File: src/pkg/vcc_pkg.sv
// constants for the video clamp control block
// Behaviour
// - black level register low seven bits hold clamp value divided by 16
// - black level removed from 10-bit sample before gain, restored after
// - fine on-time code 0..7 gives 2,4,...,256 cycles per line
// - coarse on-time code gives same doubling 2..256 cycles
// - sync-clamps set: enabled clamp waits for next sync pulse
// - fine direction bits 0,2,4 act only while that clamp is on
// - fine trigger bits 1,3,5 turn fine clamp on for fine on-time
// - coarse direction bits 0,2,4 act only while that clamp is on
// - coarse trigger bits 1,3,5 turn coarse clamp on for coarse on-time
// - oscillator bit zero disables the crystal oscillator
// - bias bit one doubles analog bias currents
// - equalizer bit one enables duty equalizer for converter only
// - triggers are edge detected; host clears bit before retriggering
// - synchronized mode starts clamps on sync edge of chosen polarity
// - sync-clamps clear: enabled clamp switches on immediately
// - polarity zero means low sync pulse, one means high pulse
package vcc_pkg;
  localparam logic [4:0] ADDR_BLACK = 5'h06;
  localparam logic [4:0] ADDR_ONTIME = 5'h07;
  localparam logic [4:0] ADDR_FINE = 5'h08;
  localparam logic [4:0] ADDR_COARSE = 5'h09;
  localparam logic [4:0] ADDR_TIMING = 5'h0a;
  localparam int BLACK_SHIFT = 4;
  localparam int FINE_LSB = 0;
  localparam int COARSE_LSB = 3;
  localparam int SYNC_BIT = 6;
  localparam int OSC_BIT = 0;
  localparam int BIAS_BIT = 1;
  localparam int EQ_BIT = 3;
  localparam logic [7:0] REG_RESET = 8'h00;
  localparam logic [7:0] TIMING_RESET = 8'h01;
  localparam logic [7:0] ONTIME_MASK = 8'h7f;
  localparam logic [7:0] CLAMP_MASK = 8'h3f;
  localparam logic [7:0] TIMING_MASK = 8'h6b;
  localparam logic [7:0] BLACK_MASK = 8'h7f;
  localparam logic [8:0] CNT_ONE = 9'h001;
  localparam logic [9:0] SAMPLE_MAX = 10'h3ff;
  typedef enum logic [1:0] {
    VCC_IDLE = 2'b00,
    VCC_WAIT = 2'b01,
    VCC_ON = 2'b10
  } vcc_state_type;
endpackage

File: src/logic/vcc_top.sv
// clamp sequencer, register file and black-level handling
`timescale 1ns/1ns
`default_nettype none
module vcc_top
  import vcc_pkg::*;
(
  input wire logic ref_clk,
  input wire logic reset,
  input wire logic reg_wr,
  input wire logic [4:0] reg_addr,
  input wire logic [7:0] reg_wdata,
  output logic [7:0] reg_rdata,
  input wire logic sync_in,
  input wire logic sync_polarity,
  input wire logic [9:0] sample_in,
  input wire logic [11:0] gain_in,
  output logic [9:0] sample_out,
  output logic [2:0] fine_on,
  output logic [2:0] fine_dir,
  output logic [2:0] coarse_on,
  output logic [2:0] coarse_dir,
  output logic osc_enable,
  output logic bias_double,
  output logic duty_equalizer_enable
);
  logic [7:0] black_q, ontime_q, fine_q, coarse_q, timing_q;
  logic [2:0] fine_arm_q, coarse_arm_q;
  logic [2:0] fine_prev_q, coarse_prev_q;
  logic [8:0] fine_cnt_q, coarse_cnt_q;
  vcc_state_type fine_st_q, coarse_st_q;
  logic sync_prev_q;
  logic sync_edge;
  logic [2:0] fine_trig, coarse_trig;
  logic sync_clamps_enable;

  // code n gives 2^(n+1) cycles; counter loads the count
  function automatic logic [8:0] on_cycles(input logic [2:0] code);
    // shift amount widened so code 7 does not wrap to a one-cycle burst
    on_cycles = 9'(CNT_ONE << ({1'b0, code} + 4'h1));
  endfunction

  function automatic logic [2:0] odd_bits(input logic [7:0] r);
    odd_bits = {r[5], r[3], r[1]};
  endfunction

  function automatic logic [2:0] even_bits(input logic [7:0] r);
    even_bits = {r[4], r[2], r[0]};
  endfunction

  assign sync_clamps_enable = ontime_q[SYNC_BIT];
  // leading edge of the active pulse: falling for low-true, rising for high-true
  assign sync_edge = sync_polarity ? (sync_in & ~sync_prev_q) : (~sync_in & sync_prev_q);
  assign fine_trig = odd_bits(fine_q) & ~fine_prev_q;
  assign coarse_trig = odd_bits(coarse_q) & ~coarse_prev_q;

  // register writes; reserved bits masked so they always read zero
  always_ff @(posedge ref_clk or posedge reset)
  begin
    if (reset)
    begin
      black_q <= REG_RESET;
      ontime_q <= REG_RESET;
      fine_q <= REG_RESET;
      coarse_q <= REG_RESET;
      timing_q <= TIMING_RESET;
    end
    else if (reg_wr)
    begin
      case (reg_addr)
        ADDR_BLACK: black_q <= reg_wdata & BLACK_MASK;
        ADDR_ONTIME: ontime_q <= reg_wdata & ONTIME_MASK;
        ADDR_FINE: fine_q <= reg_wdata & CLAMP_MASK;
        ADDR_COARSE: coarse_q <= reg_wdata & CLAMP_MASK;
        ADDR_TIMING: timing_q <= reg_wdata & TIMING_MASK;
        default: ;
      endcase
    end
  end

  always_ff @(posedge ref_clk or posedge reset)
  begin
    if (reset)
      reg_rdata <= REG_RESET;
    else
    begin
      case (reg_addr)
        ADDR_BLACK: reg_rdata <= black_q;
        ADDR_ONTIME: reg_rdata <= ontime_q;
        ADDR_FINE: reg_rdata <= fine_q;
        ADDR_COARSE: reg_rdata <= coarse_q;
        ADDR_TIMING: reg_rdata <= timing_q;
        default: reg_rdata <= REG_RESET;
      endcase
    end
  end

  always_ff @(posedge ref_clk or posedge reset)
  begin
    if (reset)
    begin
      osc_enable <= 1'b1;
      bias_double <= 1'b0;
      duty_equalizer_enable <= 1'b0;
    end
    else
    begin
      osc_enable <= timing_q[OSC_BIT];
      bias_double <= timing_q[BIAS_BIT];
      duty_equalizer_enable <= timing_q[EQ_BIT];
    end
  end

  always_ff @(posedge ref_clk or posedge reset)
  begin
    if (reset)
    begin
      fine_prev_q <= 3'h0;
      coarse_prev_q <= 3'h0;
      sync_prev_q <= 1'b0;
    end
    else
    begin
      fine_prev_q <= odd_bits(fine_q);
      coarse_prev_q <= odd_bits(coarse_q);
      sync_prev_q <= sync_in;
    end
  end

  // fine group: one shared down-counter; a new trigger adds a clamp to the running burst
  always_ff @(posedge ref_clk or posedge reset)
  begin
    if (reset)
    begin
      fine_st_q <= VCC_IDLE;
      fine_cnt_q <= 9'h000;
      fine_arm_q <= 3'h0;
    end
    else
    begin
      case (fine_st_q)
        VCC_IDLE:
          if (fine_trig != 3'h0)
          begin
            fine_arm_q <= fine_trig;
            fine_cnt_q <= on_cycles(ontime_q[FINE_LSB +: 3]);
            if (sync_clamps_enable)
              fine_st_q <= VCC_WAIT;
            else
              fine_st_q <= VCC_ON;
          end
        VCC_WAIT:
        begin
          fine_arm_q <= fine_arm_q | fine_trig;
          if (sync_edge)
            fine_st_q <= VCC_ON;
        end
        VCC_ON:
        begin
          fine_arm_q <= fine_arm_q | fine_trig;
          fine_cnt_q <= fine_cnt_q - CNT_ONE;
          if (fine_cnt_q == CNT_ONE)
          begin
            fine_st_q <= VCC_IDLE;
            fine_arm_q <= 3'h0;
          end
        end
        default: fine_st_q <= VCC_IDLE;
      endcase
    end
  end

  always_ff @(posedge ref_clk or posedge reset)
  begin
    if (reset)
    begin
      coarse_st_q <= VCC_IDLE;
      coarse_cnt_q <= 9'h000;
      coarse_arm_q <= 3'h0;
    end
    else
    begin
      case (coarse_st_q)
        VCC_IDLE:
          if (coarse_trig != 3'h0)
          begin
            coarse_arm_q <= coarse_trig;
            coarse_cnt_q <= on_cycles(ontime_q[COARSE_LSB +: 3]);
            if (sync_clamps_enable)
              coarse_st_q <= VCC_WAIT;
            else
              coarse_st_q <= VCC_ON;
          end
        VCC_WAIT:
        begin
          coarse_arm_q <= coarse_arm_q | coarse_trig;
          if (sync_edge)
            coarse_st_q <= VCC_ON;
        end
        VCC_ON:
        begin
          coarse_arm_q <= coarse_arm_q | coarse_trig;
          coarse_cnt_q <= coarse_cnt_q - CNT_ONE;
          if (coarse_cnt_q == CNT_ONE)
          begin
            coarse_st_q <= VCC_IDLE;
            coarse_arm_q <= 3'h0;
          end
        end
        default: coarse_st_q <= VCC_IDLE;
      endcase
    end
  end

  // clamp outputs registered; direction forced low while the clamp is off
  always_ff @(posedge ref_clk or posedge reset)
  begin
    if (reset)
    begin
      fine_on <= 3'h0;
      fine_dir <= 3'h0;
      coarse_on <= 3'h0;
      coarse_dir <= 3'h0;
    end
    else
    begin
      fine_on <= (fine_st_q == VCC_ON) ? fine_arm_q : 3'h0;
      fine_dir <= (fine_st_q == VCC_ON) ? (fine_arm_q & even_bits(fine_q)) : 3'h0;
      coarse_on <= (coarse_st_q == VCC_ON) ? coarse_arm_q : 3'h0;
      coarse_dir <= (coarse_st_q == VCC_ON) ? (coarse_arm_q & even_bits(coarse_q)) : 3'h0;
    end
  end

  // gain in 4.8 fixed point; saturates rather than wrapping at full scale
  logic [11:0] black_full;
  logic signed [12:0] offset_s;
  logic signed [25:0] scaled_s;
  logic signed [17:0] result_s;
  assign black_full = 12'({black_q[6:0], 4'h0});
  assign offset_s = 13'(signed'({3'b000, sample_in}) - signed'({1'b0, black_full}));
  assign scaled_s = offset_s * signed'({1'b0, gain_in});
  assign result_s = 18'(scaled_s >>> 8) + signed'({6'h00, black_full});

  always_ff @(posedge ref_clk or posedge reset)
  begin
    if (reset)
      sample_out <= 10'h000;
    else if (result_s < 0)
      sample_out <= 10'h000;
    else if (result_s > signed'({8'h00, SAMPLE_MAX}))
      sample_out <= SAMPLE_MAX;
    else
      sample_out <= result_s[9:0];
  end
endmodule // vcc_top
`default_nettype wire

File: config.mk
export PLATFORM = sky130hd
export DESIGN_NAME = vcc_top
export DESIGN_NICKNAME = d
export VERILOG_FILES = /design/src/pkg/vcc_pkg.sv /design/src/logic/vcc_top.sv
export SDC_FILE = /design/constraint.sdc
export NUM_CORES = 1
export LEC_CHECK = 0
export BUFFER_PORTS_ARGS = -buffer_cell sky130_fd_sc_hd__buf_4
export CORE_ASPECT_RATIO = 0.5
export CORE_UTILIZATION = 51
export CTS_BUF_LIST = sky130_fd_sc_hd__clkbuf_4 sky130_fd_sc_hd__clkbuf_8 sky130_fd_sc_hd__clkbuf_16
export DETAILED_ROUTE_END_ITERATION = 10
export PLACE_DENSITY = 0.77
export SYNTH_ARGS = -nofsm -noshare
export SYNTH_HDL_FRONTEND = slang
export SYNTH_SLANG_ARGS = --single-unit
File: constraint.sdc
create_clock -name ref_clk -period 18.31 [get_ports ref_clk]
set_clock_uncertainty 0.05 [all_clocks]
set_input_delay 2.7465 -clock ref_clk [delete_from_list [all_inputs] [get_ports ref_clk]]
set_output_delay 2.7465 -clock ref_clk [all_outputs]
set_load 0.02 [all_outputs]
[After elaboration in Yosys (flattened, before gate mapping)]
Cells that the tools add are included.
Word-level totals
  register bits after elaboration: 99
  input port bits: 40
  output and inout port bits: 33
  logic and storage cells: 108
Operators by class
  $add $sub $neg: 6
  multiply operators: 1
  order comparisons: 2
  equality and inequality tests: 17
  shifts and indexed selects: 2
  mux-type cells: 26
  bitwise logic cells: 12
  reduce and logical (&&, ||, !) cells: 19
Operators by type and width (number)
  $pmux W9 S2: 2
  $pmux W7 S5: 1
  $mul A12 B13 Y25: 1
  $mux W3: 8
  $mux W10: 2
  $add A17 B12 Y18: 1
  $eq A9 B1 Y1 const B: 2
  $gt A18 B11 Y1 const B: 1
  $lt A18 B1 Y1 const B: 1
  $mux W9: 2
  $pmux W3 S3: 2
  $reduce_and A2 Y1: 9
  $shl A1 B4 Y9 const A: 2
  $sub A9 B1 Y9 const B: 2
  $eq A5 B4 Y1 const B: 3
  $and A3 B3 Y3: 4
  $mux W2: 6
  $ne A2 B2 Y1 const B: 6
  $pmux W2 S3: 2
  $reduce_bool A3 Y1: 4
  $sub A10 B11 Y12: 1
  $eq A5 B3 Y1 const B: 2
  $add A3 B1 Y4 const B: 2
  $not A3 Y3: 2
  other kinds (9): 17

[Logic depth before layout (Yosys ltp)]
Gate-level depths: netlist of the first run.
  depth in word-level cells: 6
  mapped depth: 37
  mapped depth without buffers: 37

[Least setup slack after synthesis of the first run]
Ideal clock, no wire load.
  kind: in2reg
  from: input port sample_in[4]
  to: register sample_out[8]
  setup time: 150 ps
  arrival: 10486 ps
  required time: 18110 ps
  setup slack: 7624 ps
  stages: 36
  buffers on the path: 1
  cell sequence: inv_1 -> ha_1 -> inv_1 -> fa_1 -> nand2_1 -> nand2_1 -> a21oi_1 -> o21bai_1 -> a21oi_1 -> xor2_1 -> clkbuf_1 -> nand2_1 -> fa_1 -> fa_1 -> inv_1 -> fa_1 -> fa_1 -> inv_1 -> fa_1 -> inv_1 -> ha_1 -> a21o_1 -> a21oi_1 -> o21bai_1 -> a21oi_1 -> o21ai_0 -> xor2_1 -> ha_1 -> o21a_1 -> o31a_1 -> o21a_1 -> or2_2 -> nor4_1 -> o2111ai_1 -> o32ai_4 -> a22oi_1
Between the ends
  longest elaborated chain between the ends: 6
  elaborated cells between the ends (all ways): 7
  those cells by class: 2 x add/sub; 1 x mul; 2 x order compare; 2 x mux
Ends and longest elaborated chain
  from (decl): RTL line vcc_top.sv:15  | input wire logic [9:0] sample_in,
  $sub A10 B11 Y12 *: RTL line vcc_top.sv:239  | assign offset_s = 13'(signed'({3'b000, sample_in}) - signed'({1'b0, black_full}));
  $mul A12 B13 Y25 *: RTL line vcc_top.sv:240  | assign scaled_s = offset_s * signed'({1'b0, gain_in});
  $add A17 B12 Y18 *: RTL line vcc_top.sv:241  | assign result_s = 18'(scaled_s >>> 8) + signed'({6'h00, black_full});
  $gt A18 B11 Y1: RTL line vcc_top.sv:249  | else if (result_s > signed'({8'h00, SAMPLE_MAX}))
  $mux W10: RTL line vcc_top.sv:249
  $mux W10 *: RTL line vcc_top.sv:247  | else if (result_s < 0)
  to (signal assigned): RTL line vcc_top.sv:252  | sample_out <= result_s[9:0];
  to (decl): RTL line vcc_top.sv:17  | output logic [9:0] sample_out,
Mark *: on every way between the ends. The rest lies on a longest branch, timed or not.
A chain may end at the register's enable or synchronous reset.

[Worst setup path in the final report of the first run]
  from: input port sample_in[5]
  to: register sample_out[4]
Same word-level chain as after synthesis.

==> results of run 1 <==
[how the worst min path moves through the flow]
stage / slack (ns) / depth (start not counted) / start / end
2_1_floorplan: 0.31 / 0 / timing_q[0] / osc_enable
3_3_place_gp: 0.33 / 0 / timing_q[0] / osc_enable
3_5_place_dp: 0.33 / 0 / timing_q[0] / osc_enable
4_1_cts: 0.33 / 0 / timing_q[0] / osc_enable
5_1_grt: 0.33 / 0 / timing_q[0] / osc_enable
6_report: 0.33 / 0 / timing_q[0] / osc_enable
[cells in the final DEF (no fill, tap or decap), drive strengths merged, types with 4 or more instances in the layout]
| master | Yosys | layout |
|---|---|---|
| o21ai | 56 | 56 |
| a22oi | 12 | 12 |
| and3 | 9 | 9 |
| o31ai | 5 | 5 |
| clkbuf | 35 | 12 |
| nor4 | 11 | 11 |
| o22ai | 4 | 4 |
| o211ai | 5 | 5 |
| mux2 | 28 | 28 |
| nor3 | 13 | 13 |
| fa | 101 | 101 |
| nor2b | 13 | 13 |
| or2 | 7 | 7 |
| a31oi | 4 | 4 |
| nand3 | 10 | 10 |
| o21a | 6 | 6 |
| nor2 | 34 | 34 |
| xnor2 | 10 | 10 |
| a21oi | 45 | 45 |
| a21boi | 5 | 5 |
| buf | 3 | 75 |
| mux2i | 11 | 11 |
| ha | 97 | 97 |
| nand2 | 130 | 130 |
| or3 | 5 | 5 |
| dfrtp | 96 | 96 |
| inv | 177 | 177 |
| xor2 | 14 | 14 |
| nand2b | 18 | 18 |
| and2 | 43 | 43 |
| o21bai | 4 | 4 |
[flip-flops by register name (all words and copies together) (netlist names), 5 cells and up]
name and flops:
black_q 7, coarse_cnt_q 9, coarse_q 6, fine_cnt_q 9, fine_q 6, ontime_q 7
reg_rdata 7, sample_out 10, timing_q 5
[stage by stage]
stage / util, % / cell area [um2] / cells / worst slack [ns]
final: 58.3 / 10900 / 1371 / 7.05
after global placement: 56.7 / 10600 / 1357 / 6.88
after detailed placement: 56.7 / 10600 / 1357 / 6.76
after CTS: 58.3 / 10900 / 1371 / 7.09
after global routing: 58.3 / 10900 / 1371 / 6.62
after floorplan: - / 9820 / 1061 / 7.62
[kinds of logic (layout without fill, tap and decap cells)]
| logic type | after synthesis | in the layout | share of synthesized area (%) |
|---|---|---|---|
| AND/OR/NAND/NOR | 311 | 311 | 15.6 |
| multiplexers | 39 | 39 | 4.33 |
| adder cells (fa/ha/maj) | 198 | 198 | 32.9 |
| AO/OA/AOI/OAI | 175 | 175 | 11.6 |
| XOR/XNOR | 24 | 24 | 2.14 |
| buffers and inverters | 215 | 266 | 8.33 |
| other | 1 | 1 | 0.0382 |
| flip-flops | 98 | 98 | 25.0 |
[critical path, delay by kind of cell]
kind | cells | cell delay [ns]
AO/OA/AOI/OAI | 15 | 3.21
AND/OR/NAND/NOR | 7 | 1.16
buffers and inverters | 5 | 0.47
adder cells (fa/ha/maj) | 8 | 3.59
XOR/XNOR | 1 | 0.20
[final cells by class]
| class | instances | area, um2 |
|---|---|---|
| tap | 259 | 324 |
| sequential | 98 | 2450 |
| timing repair buffer | 75 | 563 |
| clock inverter | 2 | 38.8 |
| multi-input combinational | 748 | 6550 |
| clock buffer | 12 | 254 |
| inverter | 177 | 667 |
| fill | 1572 | 7760 |
[metal layers]
metal  track usage (%)  wire, um  vias to the layer above
li1                  -         -                     3568
met2              39.3     10400                      184
met3              3.76      1030                       21
met1              29.9      9550                     3689
met4              4.59       260                        0
met5                 0         0                        -
==> metrics.md, run 1 <==
| Metric | Value |
|---|---|
| Status | `finished clean` |
| Initial core utilization | `52.8%` |
| Post-cts sizing count | `0` |
| DRC | `0` |
| Slowest CP cell | `fa_1` |
| # diodes | `0` |
| First-pass detailed-route iteration total | `6` |
| Worst Path Max Fanout | `14` |
| Sequential area share after synthesis | `25.0%` |
| Synth Warn # | `0` |
| Synth Flop Type | `dfrtp_1` |
| Cell variety after synth | `64` |
| Proportion of layout cells with a drive suffix above 1 | `12.2%` |
| Final #Nets | `1347` |
| Synthesized area | `9820 um2` |
| RSZ-0062 raised after global routing | `false` |
| Number of flops mapped to enable cells by yosys | `0` |
| Worst-Margin Slew | `1.14 ns` |
| Count of final hold-check violations | `0` |
| Core ar. | `18600 um2` |
| Post-CTS setup buffer count | `0` |
| Root buf cell | `clkbuf_16` |
| CP Class | `input pin to register` |
| Num rows | `35` |
| Port Buf Inserts | `70` |
| Critical Path Start | `sample_in[5]` |
| WL/cell | `15.5 um` |
| Startpoint Class | `input pin` |
| Final Max Tran Viols | `0` |
| Maxcap violations | `0` |
| R2r setup slk | `9.04 ns` |
| Crit path DAT | `11.38 ns` |
| Worst reg2reg endpoint | `sample_out[4]` |
| Worst hold path class | `register to register` |
| Top achievable clock speed | `88.8 MHz` |
| Clock Latency Late Sink | `0.33 ns` |
| Cts hold-fix bufs | `0` |
| Gpl congestion | `0.908` |
| Die area | `19900 um2` |
| Clock Tree Buf Depth | `2` |
| Seq cells post-synth | `98` |
| Die Width | `198 um` |
| CTS tree | `yes` |
| Clk slew on worst S/H paths | `0.06 ns` |
| Worst path max stage delay | `0.55 ns` |
| H-tree depth | `3` |
| Synth top cells by count | `inv_1, nand2_1, fa_1` |
| CP endpoint kind | `register` |
| Clock tree sinks | `98` |
| CTS buffer count | `9` |
| DR iter-0 viols | `367` |
| Vias in the first global route | `7517` |
| Post-Syn Instances | `1061` |
| Yosys top cell area share | `24.5%` |
| DP Wirelength | `17.3 mm` |
| Worst Reg-to-Reg Cells | `36` |
| Area grow syn2layout | `10.5%` |
| Fin Setup TNS | `0 ns` |
| Initial antenna violation count | `0` |
| Period utilisation layout | `61.5%` |
| FFs w/ async S/R, synth | `100%` |
| Slew margin rel. | `23.8%` |
| Gr ovfl total | `0` |
| Largest net degree at the start of global routing | `51` |
| Post-synth top area cell | `dfrtp_1` |
| Final setup fails | `0` |
| Final Critical Period | `11.26 ns` |
| WL final | `21.2 mm` |
| First-pass GRT wire length | `35.8 mm` |
| Die height | `100 um` |
| Crit path top cell by count | `fa_1` |
| Top post-synthesis cells by area | `dfrtp_1, fa_1, ha_1` |
| Average size of a mapped cell | `9.26 um2` |
| Worst reg2reg path startpoint | `black_q[1]` |
| ANT nets after route | `0` |
| All-layer global routing usage | `22.6%` |
| Vias per std cell | `5.44` |
| Vias | `7462` |
| Crit path capture | `sample_out[4]` |
| Critical Path RT | `18.43 ns` |
| Hold_ws | `0.334 ns` |
| Ports | `73` |
| Syn nets | `1299` |
| Count leader, synth | `inv_1` |
Power of run 1 is not shown: default switching activity piles up to over one toggle a cycle in this logic, so the estimate is an artifact.
==> run 2, diff against run 1 <==
Settings changed: ABC_AREA from default to 1, PLACE_DENSITY 0.77 to 0.8.
Clock period 18.31 ns to 9.03 ns, I/O delays scaled along.
==> run 2 against run 1 <==
Against the previous run:
- synthesized cell count grew 20%
- first-iteration DRC count grew 68%
- via count grew 13%
- die area grew 1.6%
- critical path type unchanged
==> metrics.md, run 2 <==
| Metric | Value |
|---|---|
| CTS tree | `yes` |
| DR iter-0 viols | `617` |
| XOR/XNOR Fraction of Synth Area | `1.76%` |
| Worst-Margin Slew | `1.18 ns` |
| Synth top cells by count | `nand2_1, inv_1, fa_1` |
| Period utilisation layout | `96.2%` |
| Port Buf Inserts | `70` |
| CTS buffer count | `9` |
| Count leader, synth | `nand2_1` |
| Crit path DAT | `8.88 ns` |
| Worst hold path class | `register to register` |
| Vias | `8443` |
| Final Max Tran Viols | `0` |
| Yosys top cell area share | `24.1%` |
| Fillers | `1593` |
| Post-Syn Instances | `1269` |
| Initial core utilization | `53.1%` |
| R2r setup slk | `0.99 ns` |
| Max reg flops | `10` |
| Fin Setup TNS | `0 ns` |
| Final Critical Period | `8.69 ns` |
| Final non-filler cell total | `1611` |
| Cell variety after synth | `48` |
| Die area | `20200 um2` |
| DP Wirelength | `18.7 mm` |
| Design Area, Final | `11200 um2` |
| Biggest regs | `sample_out (10), coarse_cnt_q (9), fine_cnt_q (9)` |
| All-layer global routing usage | `23.7%` |
| Num rows | `35` |
| Initial antenna violation count | `0` |
| Mux cell area share after synthesis | `0%` |
| Vias in the first global route | `8392` |
| Syn nets | `1507` |
| Worst Path Max Fanout | `6` |
| Biggest register | `sample_out` |
| CP endpoint kind | `register` |
| FFs w/ async S/R, synth | `100%` |
| Proportion of layout cells with a drive suffix above 1 | `10.7%` |
| Count of final hold-check violations | `0` |
| Synth Warn # | `0` |
| Most common cell after layout, fill and taps aside | `nand2_1` |
| DRC | `0` |
| Die Width | `200 um` |
| Status | `finished clean` |
| Clock Latency Late Sink | `0.34 ns` |
| Post-synth top area cell | `dfrtp_1` |
| # placed instances | `1591` |
| Number of flops mapped to enable cells by yosys | `0` |
| Core ar. | `18800 um2` |
| Post-Synth Adder-Cell Area | `32.4%` |
| First-pass GRT wire length | `38.4 mm` |
| CP Class | `input pin to register` |
| Gpl congestion | `0.946` |
| Worst path max stage delay | `0.56 ns` |
| Gr ovfl total | `0` |
| Startpoint Class | `input pin` |
| Post-synthesis compound-gate area fraction | `9.93%` |
| Final #Nets | `1585` |
| ANT nets after route | `0` |
| Top post-synthesis cells by area | `dfrtp_1, fa_1, ha_1` |
| Largest net degree at the start of global routing | `84` |
| WL final | `22.8 mm` |
| Post-Synth Simple-Gate Area | `19.3%` |
| Sequential area share after synthesis | `24.6%` |
| Vias per std cell | `5.24` |
| Average size of a mapped cell | `7.86 um2` |
| Critical Path RT | `9.22 ns` |
| Synth Flop Type | `dfrtp_1` |
| Crit path top cell by count | `nand2_1` |
| Cts hold-fix bufs | `0` |
| Seq cells post-synth | `98` |
| First-pass detailed-route iteration total | `6` |
| # diodes | `0` |
| Largest family of logic cells by synthesized area | `adder cells` |
| Synthesized area | `9980 um2` |
| Clock tree sinks | `98` |
| Ports | `73` |
| H-tree depth | `3` |
| Commonest cells after routing, fill and taps aside | `nand2_1, inv_1, fa_1` |
| Maxcap violations | `0` |
| Area grow syn2layout | `12.7%` |
| Final setup fails | `0` |
| Die height | `101 um` |
| WL/cell | `14.1 um` |
| Root buf cell | `clkbuf_16` |
| Slowest CP cell | `fa_1` |
| Clock Tree Buf Depth | `2` |
| Slew margin rel. | `20.4%` |
| Post-DP Area | `10900 um2` |
| Clk slew on worst S/H paths | `0.07 ns` |
| Top achievable clock speed | `115 MHz` |
-- run 2: logic make-up (layout without fill, tap and decap cells) --
kind of cell,Yosys count,after routing
AND/OR/NAND/NOR,465,466
flip-flops,98,98
adder cells (fa/ha/maj),198,198
XOR/XNOR,20,20
other,1,1
buffers and inverters,314,396
AO/OA/AOI/OAI,173,173
-- run 2: worst max-delay path: cells and delay by family --
| kind | cells | cell delay [ns] |
|---|---|---|
| AO/OA/AOI/OAI | 4 | 0.66 |
| adder cells (fa/ha/maj) | 8 | 3.77 |
| AND/OR/NAND/NOR | 20 | 2.44 |
| XOR/XNOR | 1 | 0.15 |
| buffers and inverters | 7 | 0.49 |
-- run 2: final timing paths --
check | to | cells after the start | start
worst max-delay path | sample_out[6] | 40 | sample_in[6]
worst min-delay path | osc_enable | 0 | timing_q[0]
worst max register to register | sample_out[6] | 40 | black_q[2]
worst min register to register | osc_enable | 0 | timing_q[0]
max in group asynchronous | coarse_q[5] | 3 | reset
min in group asynchronous | fine_cnt_q[4] | 2 | reset
-- run 2: per-layer routing --
layer  GRT usage (%)  vias to the layer above  share of wire [%]
met5               0                        -                  0
met2            42.0                      284                 49
li1                -                     4061                  -
met3            2.44                       35                5.4
met1            31.2                     4063                 44
met4            6.34                        0                1.7
-- run 2: layout make-up --
class / instances / area, um2 / area share (%)
Multi-Input combinational cell: 858 / 6390 / 56.8
Sequential cell: 98 / 2450 / 21.8
Inverter: 288 / 1080 / 9.63
Timing Repair Buffer: 92 / 703 / 6.25
Tap cell: 259 / 324 / 2.88
Clock buffer: 12 / 267 / 2.37
Clock inverter: 4 / 25.0 / 0.222
-- run 2: per-stage QoR --
| stage | util (%) | worst slack (ns) | hold slack, ns |
|---|---|---|---|
| floorplan | - | 0.615 | 0.311 |
| global placement | 57.9 | 0.180 | 0.330 |
| detailed placement | 57.9 | 0.0450 | 0.335 |
| CTS | 59.4 | 0.382 | 0.344 |
| global route | 59.9 | -0.133 | 0.350 |
| finish | 59.9 | 0.344 | 0.348 |
-- run 2: timing repair --
item / in CTS / in global routing
setup endpoints to repair: 0 / 10
gates resized for setup: 0 / 16
setup buffers: 0 / 3
Power of run 2 is left out for the same reason.
==> run 3, diff against run 2 <==
Settings changed: CELL_PAD_IN_SITES_DETAIL_PLACEMENT from default to 0, CELL_PAD_IN_SITES_GLOBAL_PLACEMENT from default to 1, CORE_UTILIZATION 51 to 42, PLACE_DENSITY 0.8 to 0.86.
==> run 3 against run 2 <==
Against the previous run:
- the run now ends with DRC left
- maximum frequency rose by 1.2%
- die area rose by 21%
- routed wire length rose by 1.8%
- critical path depth fell by 1
- global-route usage fell by 3.8 points
- via count fell by 3.2%
- hold slack got worse by 0.015 ns
- sequential cell count did not move
- non-clock buffer count rose by 1
- critical path type unchanged
- highest routed layer unchanged
==> metrics.md, run 3 (synthesis gave the netlist of run 2 again) <==
| Metric | Value |
|---|---|
| Commonest cells after routing, fill and taps aside | `nand2_1, inv_1, fa_1` |
| Biggest regs | `sample_out (10), coarse_cnt_q (9), fine_cnt_q (9)` |
| First-pass detailed-route iteration total | `8` |
| Max reg flops | `10` |
| Clock tree sinks | `98` |
| Largest net degree at the start of global routing | `53` |
| Sequential standard cell area | `2450 um2` |
| Initial core utilization | `43.2%` |
| All-layer global routing usage | `19.9%` |
| Clock Latency Late Sink | `0.35 ns` |
| Proportion of layout cells with a drive suffix above 1 | `10.9%` |
| WL/cell | `14.0 um` |
| First-pass GRT wire length | `39.1 mm` |
| Port Buf Inserts | `70` |
| Most common cell after layout, fill and taps aside | `nand2_1` |
| Die height | `111 um` |
| Gr ovfl total | `0` |
| Num rows | `39` |
| Final Critical Period | `8.58 ns` |
| Crit path DAT | `8.78 ns` |
| Startpoint Class | `input pin` |
| Clock Tree Buf Depth | `2` |
| Status | `finished with violations` |
| Final setup fails | `0` |
| Initial antenna violation count | `0` |
| Final #Nets | `1586` |
| WL final | `23.2 mm` |
| Area grow syn2layout | `13.9%` |
| H-tree depth | `3` |
| Die Width | `220 um` |
| Root buf cell | `clkbuf_16` |
| DR iter-0 viols | `557` |
| ANT nets after route | `0` |
| Ports | `73` |
| Biggest register | `sample_out` |
| CTS tree | `yes` |
| Slowest CP cell | `fa_1` |
| Slew margin rel. | `47.8%` |
| Post-CTS setup buffer count | `0` |
| Vias per std cell | `4.93` |
| Failing checks | `DRC` |
| Worst Path Max Fanout | `7` |
| CTS buffer count | `9` |
| Worst path max stage delay | `0.54 ns` |
| Worst hold path class | `register to register` |
| Vias | `8177` |
| CP Class | `input pin to register` |
| Critical Path RT | `9.23 ns` |
| Period utilisation layout | `95.0%` |
| Top achievable clock speed | `117 MHz` |
| Vias in the first global route | `8321` |
| Gpl congestion | `0.864` |
| Final Max Tran Viols | `0` |
| Crit path top cell by count | `nand2_1` |
| Clk slew on worst S/H paths | `0.07 ns` |
| DP Wirelength | `19.4 mm` |
| Die area | `24400 um2` |
| Design Area, Final | `11400 um2` |
| Maxcap violations | `0` |
| DRC | `8` |
| CP endpoint kind | `register` |
| Count of final hold-check violations | `0` |
| Fillers | `2249` |
| Core ar. | `23100 um2` |
| Post-DP Area | `11000 um2` |
| # diodes | `0` |
| Worst-Margin Slew | `0.777 ns` |
| Multi-input gate area | `6410 um2` |
run 3: changes by cell type in the layout (fill, tap and decap cells not counted), moves of 2 or more:
| cell | previous run | this run |
|---|---|---|
| bufinv_16 | 0 | 2 |
| a21oi_1 | 49 | 51 |
| buf_4 | 91 | 93 |
| nand2_2 | 6 | 8 |
| clkbuf_8 | 3 | 1 |
| nand2_1 | 287 | 285 |
| clkinv_2 | 2 | 0 |
| a21oi_2 | 5 | 3 |
| o21ai_1 | 3 | 1 |
run 3: worst paths after layout:
check	start	to	slack [ns]	depth (start not counted)
worst max-delay path	sample_in[6]	sample_out[5]	0.45	39
worst min-delay path	timing_q[0]	osc_enable	0.33	0
worst min register to register	timing_q[0]	osc_enable	0.33	0
max in group asynchronous	reset	fine_q[5]	6.85	3
min in group asynchronous	reset	sample_out[0]	1.04	2
worst max register to register	black_q[2]	sample_out[5]	1.07	39
run 3: worst max-delay path, delay by kind of cell:
kind            cells  cell delay [ns]
compound gates      4             0.64
fa+ha+maj           8             3.72
simple gates       20             2.36
buf+inv             6             0.56
xor+xnor            1             0.14
run 3: cell type report:
cell class | instances | share of cell area, %
inverter | 288 | 9.54
timing repair buffer | 93 | 6.14
tap | 307 | 3.38
clock inverter | 5 | 0.749
sequential | 98 | 21.6
multi-input combinational | 858 | 56.4
clock buffer | 11 | 2.17
run 3: timing repair:
item	CTS	global route
setup endpoints to repair	0	10
gates resized for setup	0	18
hold buffers	0	0
run 3: routing by layer:
layer  global-route usage [%]  routed length [um]
met1                     26.8               10900
met2                     33.1               11000
met3                     2.17                 761
met4                     7.45                 585
met5                        0                   0
run 3: through the flow:
stage	utilization (%)	worst slack [ns]	cells	hold WS (ns)	setup TNS, ns
after floorplan	-	0.615	1269	0.311	0
after global placement	47.5	0.0562	1643	0.321	0
after detailed placement	47.5	-0.0672	1643	0.323	-0.455
after CTS	48.9	0.286	1659	0.333	0
after global routing	49.2	-0.0173	1660	0.341	-0.0459
final	49.2	0.450	1660	0.332	0
Power of run 3 is left out for the same reason.
